<file path="src/rtl/lcgis_map.vh">
// What this block does
// - five-bit read/write field in bits 4..0 picks fourth data input source
// - bits 7..5 of the fourth-input selector read zero, writes ignored
// - selectors and term bits unknown at power-up, kept across other resets
// - gate 1 odd bits 7,5,3,1 enable true inputs 4,3,2,1
// - gate 1 even bits 6,4,2,0 enable inverted inputs 4,3,2,1
// - gate 2 register uses the same odd-true, even-inverted layout
// - gate 3 register uses the same odd-true, even-inverted layout
// - cleared bit excludes its term; true and inverted enabled independently
// - each gate output passes its own invert control before the mode logic
//
// Purpose: register map and field layout of the gate input select block
// Assumes: 32-bit APB data, one aligned word per register
// Notes: definitions only
`ifndef LCGIS_MAP_VH
`define LCGIS_MAP_VH

// ----------------------------------------------------------------
// register byte offsets
// ----------------------------------------------------------------
`define LCGIS_OFF_D4SEL 12'h000
`define LCGIS_OFF_GLS1 12'h004
`define LCGIS_OFF_GLS2 12'h008
`define LCGIS_OFF_GLS3 12'h00C
`define LCGIS_OFF_GPOL 12'h010
`define LCGIS_OFF_STAT 12'h014

// ----------------------------------------------------------------
// field layout
// ----------------------------------------------------------------
`define LCGIS_SRC_W 5
`define LCGIS_SRC_LSB 0
`define LCGIS_GLS_W 8
`define LCGIS_POL_W 3
`define LCGIS_BIT_IN1_INV 0
`define LCGIS_BIT_IN1_TRUE 1
`define LCGIS_BIT_IN2_INV 2
`define LCGIS_BIT_IN2_TRUE 3
`define LCGIS_BIT_IN3_INV 4
`define LCGIS_BIT_IN3_TRUE 5
`define LCGIS_BIT_IN4_INV 6
`define LCGIS_BIT_IN4_TRUE 7

// ----------------------------------------------------------------
// status word layout and reset values
// ----------------------------------------------------------------
`define LCGIS_STAT_RAW_LSB 0
`define LCGIS_STAT_OUT_LSB 4
`define LCGIS_STAT_D4_BIT 8
`define LCGIS_RST_PRDATA 32'h00000000
`define LCGIS_RST_GATES 3'h0

`endif

</file>
<file path="src/rtl/lcgis_top.v">
// Purpose: gate input selection for one configurable logic cell
// Assumes: source and data inputs synchronous to pclk
// Notes: select registers carry no reset so they survive presetn
`timescale 1ns/100ps
`include "lcgis_map.vh"

module lcgis_top #(
  parameter NUM_SRC = 32,
  parameter ADDR_W = 12
) (
  // apb slave
  input wire pclk,
  input wire presetn,
  input wire psel,
  input wire penable,
  input wire pwrite,
  input wire [ADDR_W-1:0] paddr,
  input wire [31:0] pwdata,
  input wire [3:0] pstrb,
  output reg [31:0] prdata,
  output wire pready,
  output wire pslverr,
  // data inputs of the cell
  input wire [NUM_SRC-1:0] src_in,
  input wire data1_in,
  input wire data2_in,
  input wire data3_in,
  // gate outputs toward the mode logic
  output reg gate_one_out,
  output reg gate_two_out,
  output reg gate_three_out
);

  // ----------------------------------------------------------------
  // functions
  // ----------------------------------------------------------------

  // or of every enabled term; an empty selection yields zero
  // terms come in already split into true and inverted copies, so each
  // enable bit meets exactly the one term that sits at its position
  function gate_or;
    input [`LCGIS_GLS_W-1:0] en;
    input [`LCGIS_GLS_W-1:0] terms;
    begin
      gate_or = (en[`LCGIS_BIT_IN4_TRUE] & terms[`LCGIS_BIT_IN4_TRUE]) |
                (en[`LCGIS_BIT_IN4_INV] & terms[`LCGIS_BIT_IN4_INV]) |
                (en[`LCGIS_BIT_IN3_TRUE] & terms[`LCGIS_BIT_IN3_TRUE]) |
                (en[`LCGIS_BIT_IN3_INV] & terms[`LCGIS_BIT_IN3_INV]) |
                (en[`LCGIS_BIT_IN2_TRUE] & terms[`LCGIS_BIT_IN2_TRUE]) |
                (en[`LCGIS_BIT_IN2_INV] & terms[`LCGIS_BIT_IN2_INV]) |
                (en[`LCGIS_BIT_IN1_TRUE] & terms[`LCGIS_BIT_IN1_TRUE]) |
                (en[`LCGIS_BIT_IN1_INV] & terms[`LCGIS_BIT_IN1_INV]);
    end
  endfunction

  // word-aligned match of the bus address against one offset
  function addr_hit;
    input [ADDR_W-1:0] addr;
    input [11:0] off;
    begin
      addr_hit = (addr[ADDR_W-1:2] == off[ADDR_W-1:2]);
    end
  endfunction

  // ----------------------------------------------------------------
  // storage
  // ----------------------------------------------------------------
  reg [`LCGIS_SRC_W-1:0] fourth_input_source_field;
  reg [`LCGIS_GLS_W-1:0] gate1_term_select;
  reg [`LCGIS_GLS_W-1:0] gate2_term_select;
  reg [`LCGIS_GLS_W-1:0] gate3_term_select;
  reg [`LCGIS_POL_W-1:0] gate_polarity;
  reg [31:0] next_prdata;

  // ----------------------------------------------------------------
  // bus decode
  // ----------------------------------------------------------------
  wire setup_phase;
  wire access_phase;
  wire wr_en;
  wire lane0;
  wire hit_d4sel;
  wire hit_gls1;
  wire hit_gls2;
  wire hit_gls3;
  wire hit_gpol;
  wire hit_stat;
  wire hit_any;

  assign setup_phase = psel & ~penable;
  assign access_phase = psel & penable;
  // zero wait states: every access completes in its first access cycle
  assign pready = access_phase;
  assign lane0 = pstrb[0];
  assign hit_d4sel = addr_hit(paddr, `LCGIS_OFF_D4SEL);
  assign hit_gls1 = addr_hit(paddr, `LCGIS_OFF_GLS1);
  assign hit_gls2 = addr_hit(paddr, `LCGIS_OFF_GLS2);
  assign hit_gls3 = addr_hit(paddr, `LCGIS_OFF_GLS3);
  assign hit_gpol = addr_hit(paddr, `LCGIS_OFF_GPOL);
  assign hit_stat = addr_hit(paddr, `LCGIS_OFF_STAT);
  assign hit_any = hit_d4sel | hit_gls1 | hit_gls2 | hit_gls3 | hit_gpol | hit_stat;
  // unmapped addresses and writes to the read-only status flag an error
  assign pslverr = access_phase & (~hit_any | (pwrite & hit_stat));
  // writes take effect only at the completing edge
  assign wr_en = access_phase & pwrite & lane0;

  // one strobe per register; a write with lane 0 off is dropped silently
  wire wr_d4sel;
  wire wr_gls1;
  wire wr_gls2;
  wire wr_gls3;
  wire wr_gpol;

  assign wr_d4sel = wr_en & hit_d4sel;
  assign wr_gls1 = wr_en & hit_gls1;
  assign wr_gls2 = wr_en & hit_gls2;
  assign wr_gls3 = wr_en & hit_gls3;
  assign wr_gpol = wr_en & hit_gpol;

  // write data cut to each field; upper lane bits never reach storage
  wire [`LCGIS_SRC_W-1:0] wdata_src;
  wire [`LCGIS_GLS_W-1:0] wdata_gls;
  wire [`LCGIS_POL_W-1:0] wdata_pol;

  assign wdata_src = pwdata[`LCGIS_SRC_LSB+`LCGIS_SRC_W-1:`LCGIS_SRC_LSB];
  assign wdata_gls = pwdata[`LCGIS_GLS_W-1:0];
  assign wdata_pol = pwdata[`LCGIS_POL_W-1:0];

  // ----------------------------------------------------------------
  // data terms
  // ----------------------------------------------------------------
  wire in1_true_term;
  wire in1_inv_term;
  wire in2_true_term;
  wire in2_inv_term;
  wire in3_true_term;
  wire in3_inv_term;
  wire in4_true_term;
  wire in4_inv_term;
  wire data4_value;

  // out-of-range selector codes read the source as zero
  assign data4_value = (fourth_input_source_field < NUM_SRC) ?
                       src_in[fourth_input_source_field] : 1'b0;
  assign in1_true_term = data1_in;
  assign in1_inv_term = ~data1_in;
  assign in2_true_term = data2_in;
  assign in2_inv_term = ~data2_in;
  assign in3_true_term = data3_in;
  assign in3_inv_term = ~data3_in;
  assign in4_true_term = data4_value;
  assign in4_inv_term = ~data4_value;

  // all eight terms in term-select bit order, true copy on the odd bit
  wire [`LCGIS_GLS_W-1:0] term_vec;

  assign term_vec = {in4_true_term, in4_inv_term, in3_true_term, in3_inv_term,
                     in2_true_term, in2_inv_term, in1_true_term, in1_inv_term};

  // ----------------------------------------------------------------
  // per-gate term enables
  // ----------------------------------------------------------------
  wire g1_in4_true_en;
  wire g1_in4_inv_en;
  wire g1_in3_true_en;
  wire g1_in3_inv_en;
  wire g1_in2_true_en;
  wire g1_in2_inv_en;
  wire g1_in1_true_en;
  wire g1_in1_inv_en;
  wire g2_in4_true_en;
  wire g2_in4_inv_en;
  wire g2_in3_true_en;
  wire g2_in3_inv_en;
  wire g2_in2_true_en;
  wire g2_in2_inv_en;
  wire g2_in1_true_en;
  wire g2_in1_inv_en;
  wire g3_in4_true_en;
  wire g3_in4_inv_en;
  wire g3_in3_true_en;
  wire g3_in3_inv_en;
  wire g3_in2_true_en;
  wire g3_in2_inv_en;
  wire g3_in1_true_en;
  wire g3_in1_inv_en;
  wire [`LCGIS_GLS_W-1:0] gate1_en;
  wire [`LCGIS_GLS_W-1:0] gate2_en;
  wire [`LCGIS_GLS_W-1:0] gate3_en;

  // gate 1: odd bits pick true copies, even bits inverted copies
  assign g1_in4_true_en = gate1_term_select[`LCGIS_BIT_IN4_TRUE];
  assign g1_in4_inv_en = gate1_term_select[`LCGIS_BIT_IN4_INV];
  assign g1_in3_true_en = gate1_term_select[`LCGIS_BIT_IN3_TRUE];
  assign g1_in3_inv_en = gate1_term_select[`LCGIS_BIT_IN3_INV];
  assign g1_in2_true_en = gate1_term_select[`LCGIS_BIT_IN2_TRUE];
  assign g1_in2_inv_en = gate1_term_select[`LCGIS_BIT_IN2_INV];
  assign g1_in1_true_en = gate1_term_select[`LCGIS_BIT_IN1_TRUE];
  assign g1_in1_inv_en = gate1_term_select[`LCGIS_BIT_IN1_INV];

  // gate 2 follows the gate 1 layout
  assign g2_in4_true_en = gate2_term_select[`LCGIS_BIT_IN4_TRUE];
  assign g2_in4_inv_en = gate2_term_select[`LCGIS_BIT_IN4_INV];
  assign g2_in3_true_en = gate2_term_select[`LCGIS_BIT_IN3_TRUE];
  assign g2_in3_inv_en = gate2_term_select[`LCGIS_BIT_IN3_INV];
  assign g2_in2_true_en = gate2_term_select[`LCGIS_BIT_IN2_TRUE];
  assign g2_in2_inv_en = gate2_term_select[`LCGIS_BIT_IN2_INV];
  assign g2_in1_true_en = gate2_term_select[`LCGIS_BIT_IN1_TRUE];
  assign g2_in1_inv_en = gate2_term_select[`LCGIS_BIT_IN1_INV];

  // gate 3 follows the gate 1 layout
  assign g3_in4_true_en = gate3_term_select[`LCGIS_BIT_IN4_TRUE];
  assign g3_in4_inv_en = gate3_term_select[`LCGIS_BIT_IN4_INV];
  assign g3_in3_true_en = gate3_term_select[`LCGIS_BIT_IN3_TRUE];
  assign g3_in3_inv_en = gate3_term_select[`LCGIS_BIT_IN3_INV];
  assign g3_in2_true_en = gate3_term_select[`LCGIS_BIT_IN2_TRUE];
  assign g3_in2_inv_en = gate3_term_select[`LCGIS_BIT_IN2_INV];
  assign g3_in1_true_en = gate3_term_select[`LCGIS_BIT_IN1_TRUE];
  assign g3_in1_inv_en = gate3_term_select[`LCGIS_BIT_IN1_INV];

  // enables regrouped in bit order; each bit gates only its own term
  assign gate1_en = {g1_in4_true_en, g1_in4_inv_en, g1_in3_true_en, g1_in3_inv_en,
                     g1_in2_true_en, g1_in2_inv_en, g1_in1_true_en, g1_in1_inv_en};
  assign gate2_en = {g2_in4_true_en, g2_in4_inv_en, g2_in3_true_en, g2_in3_inv_en,
                     g2_in2_true_en, g2_in2_inv_en, g2_in1_true_en, g2_in1_inv_en};
  assign gate3_en = {g3_in4_true_en, g3_in4_inv_en, g3_in3_true_en, g3_in3_inv_en,
                     g3_in2_true_en, g3_in2_inv_en, g3_in1_true_en, g3_in1_inv_en};

  // ----------------------------------------------------------------
  // gate combination
  // ----------------------------------------------------------------
  wire gate1_raw;
  wire gate2_raw;
  wire gate3_raw;
  wire gate_one_invert;
  wire next_gate_one;
  wire next_gate_two;
  wire next_gate_three;

  // true and inverted copies share one polarity-free or network
  assign gate1_raw = gate_or(gate1_en, term_vec);
  assign gate2_raw = gate_or(gate2_en, term_vec);
  assign gate3_raw = gate_or(gate3_en, term_vec);

  // per-gate invert applied after the or
  assign gate_one_invert = gate_polarity[0];
  assign next_gate_one = gate1_raw ^ gate_one_invert;
  assign next_gate_two = gate2_raw ^ gate_polarity[1];
  assign next_gate_three = gate3_raw ^ gate_polarity[2];

  // ----------------------------------------------------------------
  // select registers
  // ----------------------------------------------------------------

  // no reset term: the value survives presetn and is unknown at power-up
  always @(posedge pclk) begin
    if (wr_d4sel) begin
      // upper bits of the byte are dropped here
      fourth_input_source_field <= wdata_src;
    end
  end

  // gate 1 term enables
  always @(posedge pclk) begin
    if (wr_gls1) begin
      gate1_term_select <= wdata_gls;
    end
  end

  // gate 2 term enables
  always @(posedge pclk) begin
    if (wr_gls2) begin
      gate2_term_select <= wdata_gls;
    end
  end

  // gate 3 term enables
  always @(posedge pclk) begin
    if (wr_gls3) begin
      gate3_term_select <= wdata_gls;
    end
  end

  // gate polarity bits follow the same keep-across-reset behaviour
  always @(posedge pclk) begin
    if (wr_gpol) begin
      gate_polarity <= wdata_pol;
    end
  end

  // ----------------------------------------------------------------
  // read path
  // ----------------------------------------------------------------

  // read word chosen during setup so prdata is a flop in the access cycle
  always @* begin
    next_prdata = 32'h00000000;
    if (hit_d4sel) begin
      next_prdata[`LCGIS_SRC_W-1:0] = fourth_input_source_field;
    end else if (hit_gls1) begin
      next_prdata[`LCGIS_GLS_W-1:0] = gate1_term_select;
    end else if (hit_gls2) begin
      next_prdata[`LCGIS_GLS_W-1:0] = gate2_term_select;
    end else if (hit_gls3) begin
      next_prdata[`LCGIS_GLS_W-1:0] = gate3_term_select;
    end else if (hit_gpol) begin
      next_prdata[`LCGIS_POL_W-1:0] = gate_polarity;
    end else if (hit_stat) begin
      next_prdata[`LCGIS_STAT_RAW_LSB] = gate1_raw;
      next_prdata[`LCGIS_STAT_RAW_LSB+1] = gate2_raw;
      next_prdata[`LCGIS_STAT_RAW_LSB+2] = gate3_raw;
      next_prdata[`LCGIS_STAT_OUT_LSB] = gate_one_out;
      next_prdata[`LCGIS_STAT_OUT_LSB+1] = gate_two_out;
      next_prdata[`LCGIS_STAT_OUT_LSB+2] = gate_three_out;
      next_prdata[`LCGIS_STAT_D4_BIT] = data4_value;
    end
  end

  // capture on setup; hold through the access cycle
  always @(posedge pclk or negedge presetn) begin
    if (!presetn) begin
      prdata <= `LCGIS_RST_PRDATA;
    end else if (setup_phase && !pwrite) begin
      prdata <= next_prdata;
    end else if (setup_phase) begin
      prdata <= `LCGIS_RST_PRDATA;
    end
  end

  // ----------------------------------------------------------------
  // gate output flops
  // ----------------------------------------------------------------

  // registered so the mode logic sees glitch-free gates; costs one cycle
  always @(posedge pclk or negedge presetn) begin
    if (!presetn) begin
      gate_one_out <= 1'b0;
      gate_two_out <= 1'b0;
      gate_three_out <= 1'b0;
    end else begin
      gate_one_out <= next_gate_one;
      gate_two_out <= next_gate_two;
      gate_three_out <= next_gate_three;
    end
  end

endmodule // lcgis_top

</file>
<file path="config.mk">
export PLATFORM = sky130hd
export DESIGN_NAME = lcgis_top
export DESIGN_NICKNAME = d
export VERILOG_FILES = /design/src/rtl/lcgis_top.v
export VERILOG_INCLUDE_DIRS = /design/src /design/src/rtl
export SDC_FILE = /design/constraint.sdc
export NUM_CORES = 1
export LEC_CHECK = 0
export BUFFER_PORTS_ARGS = -buffer_cell sky130_fd_sc_hd__buf_2
export CAP_MARGIN = 10
export CORE_MARGIN = 2
export CORE_UTILIZATION = 40
export DETAILED_ROUTE_END_ITERATION = 12
export GPL_ROUTABILITY_DRIVEN = 0
export PLACE_DENSITY = 0.71
export SYNTH_ARGS = -nofsm -noshare
export SYNTH_HDL_FRONTEND = slang
export SYNTH_SLANG_ARGS = --single-unit
</file>
<file path="constraint.sdc">
create_clock -name pclk -period 2.2 [get_ports pclk]
set_clock_uncertainty 0.1 [all_clocks]
set_input_delay 0.44 -clock pclk [delete_from_list [all_inputs] [get_ports pclk]]
set_output_delay 0.44 -clock pclk [all_outputs]
set_load 0.005 [all_outputs]
</file>
; Word-level counts from Yosys, hierarchy flattened
; Index checks and enable logic that the tools add are counted.
[word_totals]
ff_bits = 67
in_bits = 88
out_inout_bits = 37
word_cells = 111
[classes]
order_cmp = 1
eq_ne = 5
muxes = 21
bitwise = 71
n_reduce_logical = 4
[ops]
columns = operator, count
row1 = 32-bit two-way mux, 2
row2 = 1-bit AND, 35
row3 = 1-bit OR, 27
row4 = 10-bit by 2-bit == test with 1-bit output (second input constant), 2
row5 = 10-bit by 3-bit == test with 1-bit output (second input constant), 2
row6 = 3-bit two-way mux, 6
row7 = 8-bit two-way mux, 2
row8 = 10-bit by 1-bit == test with 1-bit output (second input constant), 1
row9 = 10-bit zero test, 1
row10 = 1-bit two-way mux, 8
row11 = 5-bit by 6-bit < comparator with 1-bit output (second input constant), 1
row12 = 1-bit NOT, 6
row13 = 1-bit binary-select mux with 5-bit select, 1
row14 = 5-bit two-way mux, 1
row15 = 4-bit two-way mux, 1
row16 = 1-bit bitwise XOR, 3
row17 = 2-bit nonzero test, 1
row18 = 1-bit logical AND, 1
row19 = 1-bit zero test, 1

; Logic depth before layout (Yosys ltp)
[logic_depth]
ltp_word = 18
depth_mapped = 9
depth_no_buf = 7

; Least setup slack after synthesis
; OpenSTA, ideal clock, no wires.
[synth_timing]
kind = input -> register
from = input paddr[11]
to = register gate2_term_select[0] (netlist: gate2_en[0]), enable pin
setup_time_ns = 0.395
arrival_time_ns = 2.146
t_required_ns = 1.705
slack_ns = -0.440
stages = 4
path_buffers = 0
path_cell_list = nor4_1 -> nand2_1 -> or3_1 -> nor4_1
[synth_via]
elab_chain_len = 2
[synth_lines]
columns = element, line_no
row1 = start: declaration, lcgis_top.v:17  ; input wire [ADDR_W-1:0] paddr,
row2 = 10-bit by 2-bit == test with 1-bit output, lcgis_top.v:61  ; addr_hit = (addr[ADDR_W-1:2] == off[ADDR_W-1:2]);
row3 = 1-bit AND, lcgis_top.v:116  ; assign wr_gls2 = wr_en & hit_gls2;
row4 = net wr_gls2, lcgis_top.v:110  ; wire wr_gls2;
row5 = end signal: assignment, lcgis_top.v:273  ; gate2_term_select <= wdata_gls;
row6 = end: declaration, lcgis_top.v:70  ; reg [`LCGIS_GLS_W-1:0] gate2_term_select;
; The timed path passes the listed nets, and every way through them passes these cells.
; A chain may end at the register's enable or synchronous reset.

; Final worst setup path
[layout_timing]
from = register fourth_input_source_field[0]
to = register prdata[1]
[layout_via]
elab_chain_len = 18
word_cells_on_any_way = 19
classes_between = 9 x mux / 10 x bitwise
[layout_lines]
columns = element, line_no
row1 = start: declaration, lcgis_top.v:68  ; reg [`LCGIS_SRC_W-1:0] fourth_input_source_field;
row2 = start signal: assignment, lcgis_top.v:259  ; fourth_input_source_field <= wdata_src;
row3 = 1-bit binary-select mux with 5-bit select *, lcgis_top.v:144  ; src_in[fourth_input_source_field] : 1'b0;
row4 = 1-bit two-way mux (not written as such) *, lcgis_top.v:144
row5 = 1-bit NOT, lcgis_top.v:152  ; assign in4_inv_term = ~data4_value;
row6 = 1-bit AND, lcgis_top.v:46  ; (en[`LCGIS_BIT_IN4_INV] & terms[`LCGIS_BIT_IN4_INV]) |
row7 = 1-bit OR * (7 in a row), lcgis_top.v:45  ; gate_or = (en[`LCGIS_BIT_IN4_TRUE] & terms[`LCGIS_BIT_IN4_TRUE]) |
row8 = 3-bit two-way mux *, lcgis_top.v:308  ; end else if (hit_stat) begin
row9 = 3-bit two-way mux *, lcgis_top.v:306  ; end else if (hit_gpol) begin
row10 = 3-bit two-way mux *, lcgis_top.v:304  ; end else if (hit_gls3) begin
row11 = 8-bit two-way mux *, lcgis_top.v:302  ; end else if (hit_gls2) begin
row12 = 8-bit two-way mux *, lcgis_top.v:300  ; end else if (hit_gls1) begin
row13 = 5-bit two-way mux *, lcgis_top.v:298  ; if (hit_d4sel) begin
row14 = 32-bit two-way mux *, lcgis_top.v:323  ; end else if (setup_phase && !pwrite) begin
row15 = end signal: assignment, lcgis_top.v:322  ; prdata <= `LCGIS_RST_PRDATA;
row16 = end signal: assignment, lcgis_top.v:324  ; prdata <= next_prdata;
row17 = end signal: assignment, lcgis_top.v:326  ; prdata <= `LCGIS_RST_PRDATA;
row18 = end: declaration, lcgis_top.v:20  ; output reg [31:0] prdata,
; Every way passes the cells marked *; elsewhere a longest branch is shown, timed or not. The select of a mux whose other input is x is not followed.

==> results.cfg <==
[critical_path]
cp-end-kind = register
cp_top_family = compound AO/OA/AOI/OAI gates
slowest_stage = edfxtp_1
arrival_ps = 2140
start_kind = register
r2r_end = prdata[1]$_DFFE_PN0P_
crit_buf_inv = 2
startpoint = fourth_input_source_field[0]$_DFFE_PP_
r2r_slack_ps = 120
cp.required_ps = 2270
timing.rr.start = fourth_input_source_field[0]$_DFFE_PP_
critPathKind = reg2reg
crit_chain = buf_12 > mux2i_2 > a21oi_1 > and3_1 > a31oi_1 > buf_4 > and2_4 > a211oi_4 > o21ai_0
crit_fanout = 17
ff2ff_path_depth = 9
crit_path_max_incr_delay_ps = 420

[floorplan]
initial_utilization_pct = 42.05
dieArea_um2 = 6986
fp.dieW_um = 83.59
ioPinCount = 125
row_count = 28
core_um2 = 6026
die_h_um = 83.59

[drt]
drtPass1Iterations = 4
drc = 0
vias_per_cell = 5.194
drt_iter0_drc = 169
post_drt_wl_per_cell_um = 15.14
vias = 2010
routed_wl_um = 5861
ant_nets = 0

[sta]
fmax_ghz = 0.4811
setup_violations = 0
post-route-period-util_pct = 94.48
hold_viol = 0
fin_ws_ps = 121.4
slew_violations = 0
fin_setup_tns_ps = 0
period_needed_ps = 2079

[synthesis]
synth_edf_count = 32
synth.largest_area_cell = edfxtp_1
async_reset_ff_share_pct = 27.27
avgSynthCellArea_um2 = 11.52
synthesis.instances = 220
yosysTopAreaCellShare_pct = 37.93
synth_area_leaders = edfxtp_1 38%, dfrtp_1 12%, mux2i_1 12%
synth_area_um2 = 2534
yosysWarnings = 0
yosysUniqueCellTypes = 42
synth_ff_type = edfxtp_1
seq_area_frac_synth_pct = 49.78
synth_seq_cells = 44

[layout]
nNetsFinal = 400
antenna_cells = 0
post-route-util_pct = 52.33
drive_gt1_share_pct = 36.22
area_delta_synth_final_pct = 24.44

[place]
place.detailed.hpwl_um = 4708
pre_cts_ws_ps = -13.27
port_buffers = 72

[hold_path]
worstHoldStart = pwdata[5]
holdPathEnd = gate2_en[5]$_DFFE_PP_
hold_path_class = in2reg
holdPathStages = 1

[grt]
grt_pass1_vias = 1887
overflow = 0
grt_max_degree = 18
grt_pass1_wl_um = 9266
grt.total_usage_pct = 16.83
antenna_found_initial = 0

[clock_network]
ctsHtreeMaxLevel = 2
cts_tree = done
clk_pin_slew_ps = 70
clock_sinks = 44
clkLatencyLatePin_ps = 290
clockBufferDepth = 2
cts_buffers = 5
cts_root_buf = clkbuf_8

[outcome]
status = finished, final reports clean

[power_and_ir_drop]
switching_share_pct = 22.70
p_int_uw = 1182
p_switching_uw = 347.0
p_clk_share_pct = 30.7
combPwrFrac_pct = 11.0
leakage_uw = 0.001356
pwr_density_cell_nw_per_um2 = 484.9
ir_drop_mv = 0.3635
p_seq_share_pct = 58.3

[run]
drv_cap = 0
==> cell type report <==
class | instances | area, um^2
fill | 537 | 2873
multi-input combinational | 164 | 1169
inverter | 4 | 15.01
clock buffer | 5 | 68.82
sequential | 44 | 1261
tap | 75 | 93.84
clock inverter | 2 | 12.51
timing repair buffer | 93 | 533.0
==> layout by cell type (no fill, tap or decap), types with 3 or more instances in the layout <==
| cell type | n |
|---|---|
| a222oi_1 | 3 |
| clkbuf_8 | 5 |
| a21boi_0 | 3 |
| mux2i_1 | 29 |
| a22oi_1 | 3 |
| nor2_1 | 11 |
| buf_2 | 72 |
| nor3_1 | 5 |
| nand2b_1 | 5 |
| o21a_1 | 3 |
| o41ai_1 | 3 |
| dfrtp_1 | 12 |
| conb_1 | 23 |
| xnor2_1 | 3 |
| edfxtp_1 | 32 |
| a211oi_4 | 3 |
| o21ai_0 | 4 |
| a21oi_1 | 7 |
| nand2_1 | 15 |
| o22ai_1 | 4 |
| nand3_1 | 8 |
| nor4_1 | 4 |
| buf_4 | 19 |
| inv_1 | 3 |
==> sequential cells by signal, indices dropped and copies added (netlist names) <==
| name | cells |
|---|---|
| gate_one_out | 1 |
| gate3_en | 8 |
| fourth_input_source_field | 5 |
| gate_polarity | 3 |
| gate_two_out | 1 |
| prdata | 9 |
| gate2_en | 8 |
| gate_three_out | 1 |
| gate1_en | 8 |
==> cells by family (layout without fill, tap and decap cells) <==
family / Yosys count / count (layout) / synth area share (%)
compound gates: 46 / 46 / 14.52
xor+xnor: 3 / 3 / 1.037
buf+inv: 34 / 104 / 9.383
flops: 44 / 44 / 49.78
mux: 31 / 31 / 12.74
other cells: 1 / 23 / 0.1480
simple gates: 61 / 61 / 12.40
==> layer usage <==
metal	part of all wire (%)	vias to the layer above	global-route usage (%)	routed length [um]
met3	6.4	8	3.956	374
met2	49	81	27.20	2882
met1	43	949	22.35	2509
met5	0	-	0	0
met4	1.6	0	5.425	95
li1	-	972	-	-
==> synthesized netlist by cell type (3+ instances only) <==
cell type / n
mux2i_1: 30
o21ai_0: 6
a211oi_2: 4
a21boi_0: 3
nand2b_1: 5
edfxtp_1: 32
clkbuf_1: 5
nor4_1: 5
nand2_1: 15
buf_4: 23
inv_1: 3
o22ai_1: 4
a22oi_1: 3
o21a_1: 3
a21oi_1: 7
a222oi_1: 3
nand3_1: 8
dfrtp_1: 12
o41ai_1: 3
nor3_1: 7
nor2_1: 11
xnor2_1: 3
==> worst max-delay path by stage <==
stage                                       end  slack [ps]  cells after the start
after detailed placement  gate2_en[3]$_DFFE_PP_         -10                      6
final                     prdata[1]$_DFFE_PN0P_         120                      9
after global routing      prdata[0]$_DFFE_PN0P_         -10                      9
after CTS                 prdata[0]$_DFFE_PN0P_          50                      9
after global placement    gate3_en[2]$_DFFE_PP_          30                      6
after floorplan           gate1_en[0]$_DFFE_PP_         -60                      4
==> repair_timing <==
| action | CTS | global route |
|---|---|---|
| buffers inserted | 0 | 1 |
| resized for setup | 0 | 9 |
| setup endpoints to repair | 0 | 6 |
| hold buffers | 1 | 0 |
| endpoints found under the hold margin | 12 | 0 |
==> stage by stage <==
step | total power (uW) | area [um^2] | hold slack, ps | std cells
after CTS | 1535 | 3107 | 243.5 | 386
after global placement | 1071 | 3015 | 220.1 | 378
after detailed placement | 1074 | 3015 | 224.7 | 378
after floorplan | 1014 | 2641 | 44.41 | 242
final | 1529 | 3153 | 251.7 | 387
after global routing | 1593 | 3153 | 251.6 | 387
==> power groups by stage <==
stage               Clock (uW)  Combinational [uW]  Sequential (uW)
floorplan                    0                 104              910
global placement             0                 161              910
detailed placement           0                 164              910
CTS                        478                 166              892
global route               514                 188              891
finish                     469                 169              892
No activity file was read; power rests on OpenSTA's default activity.
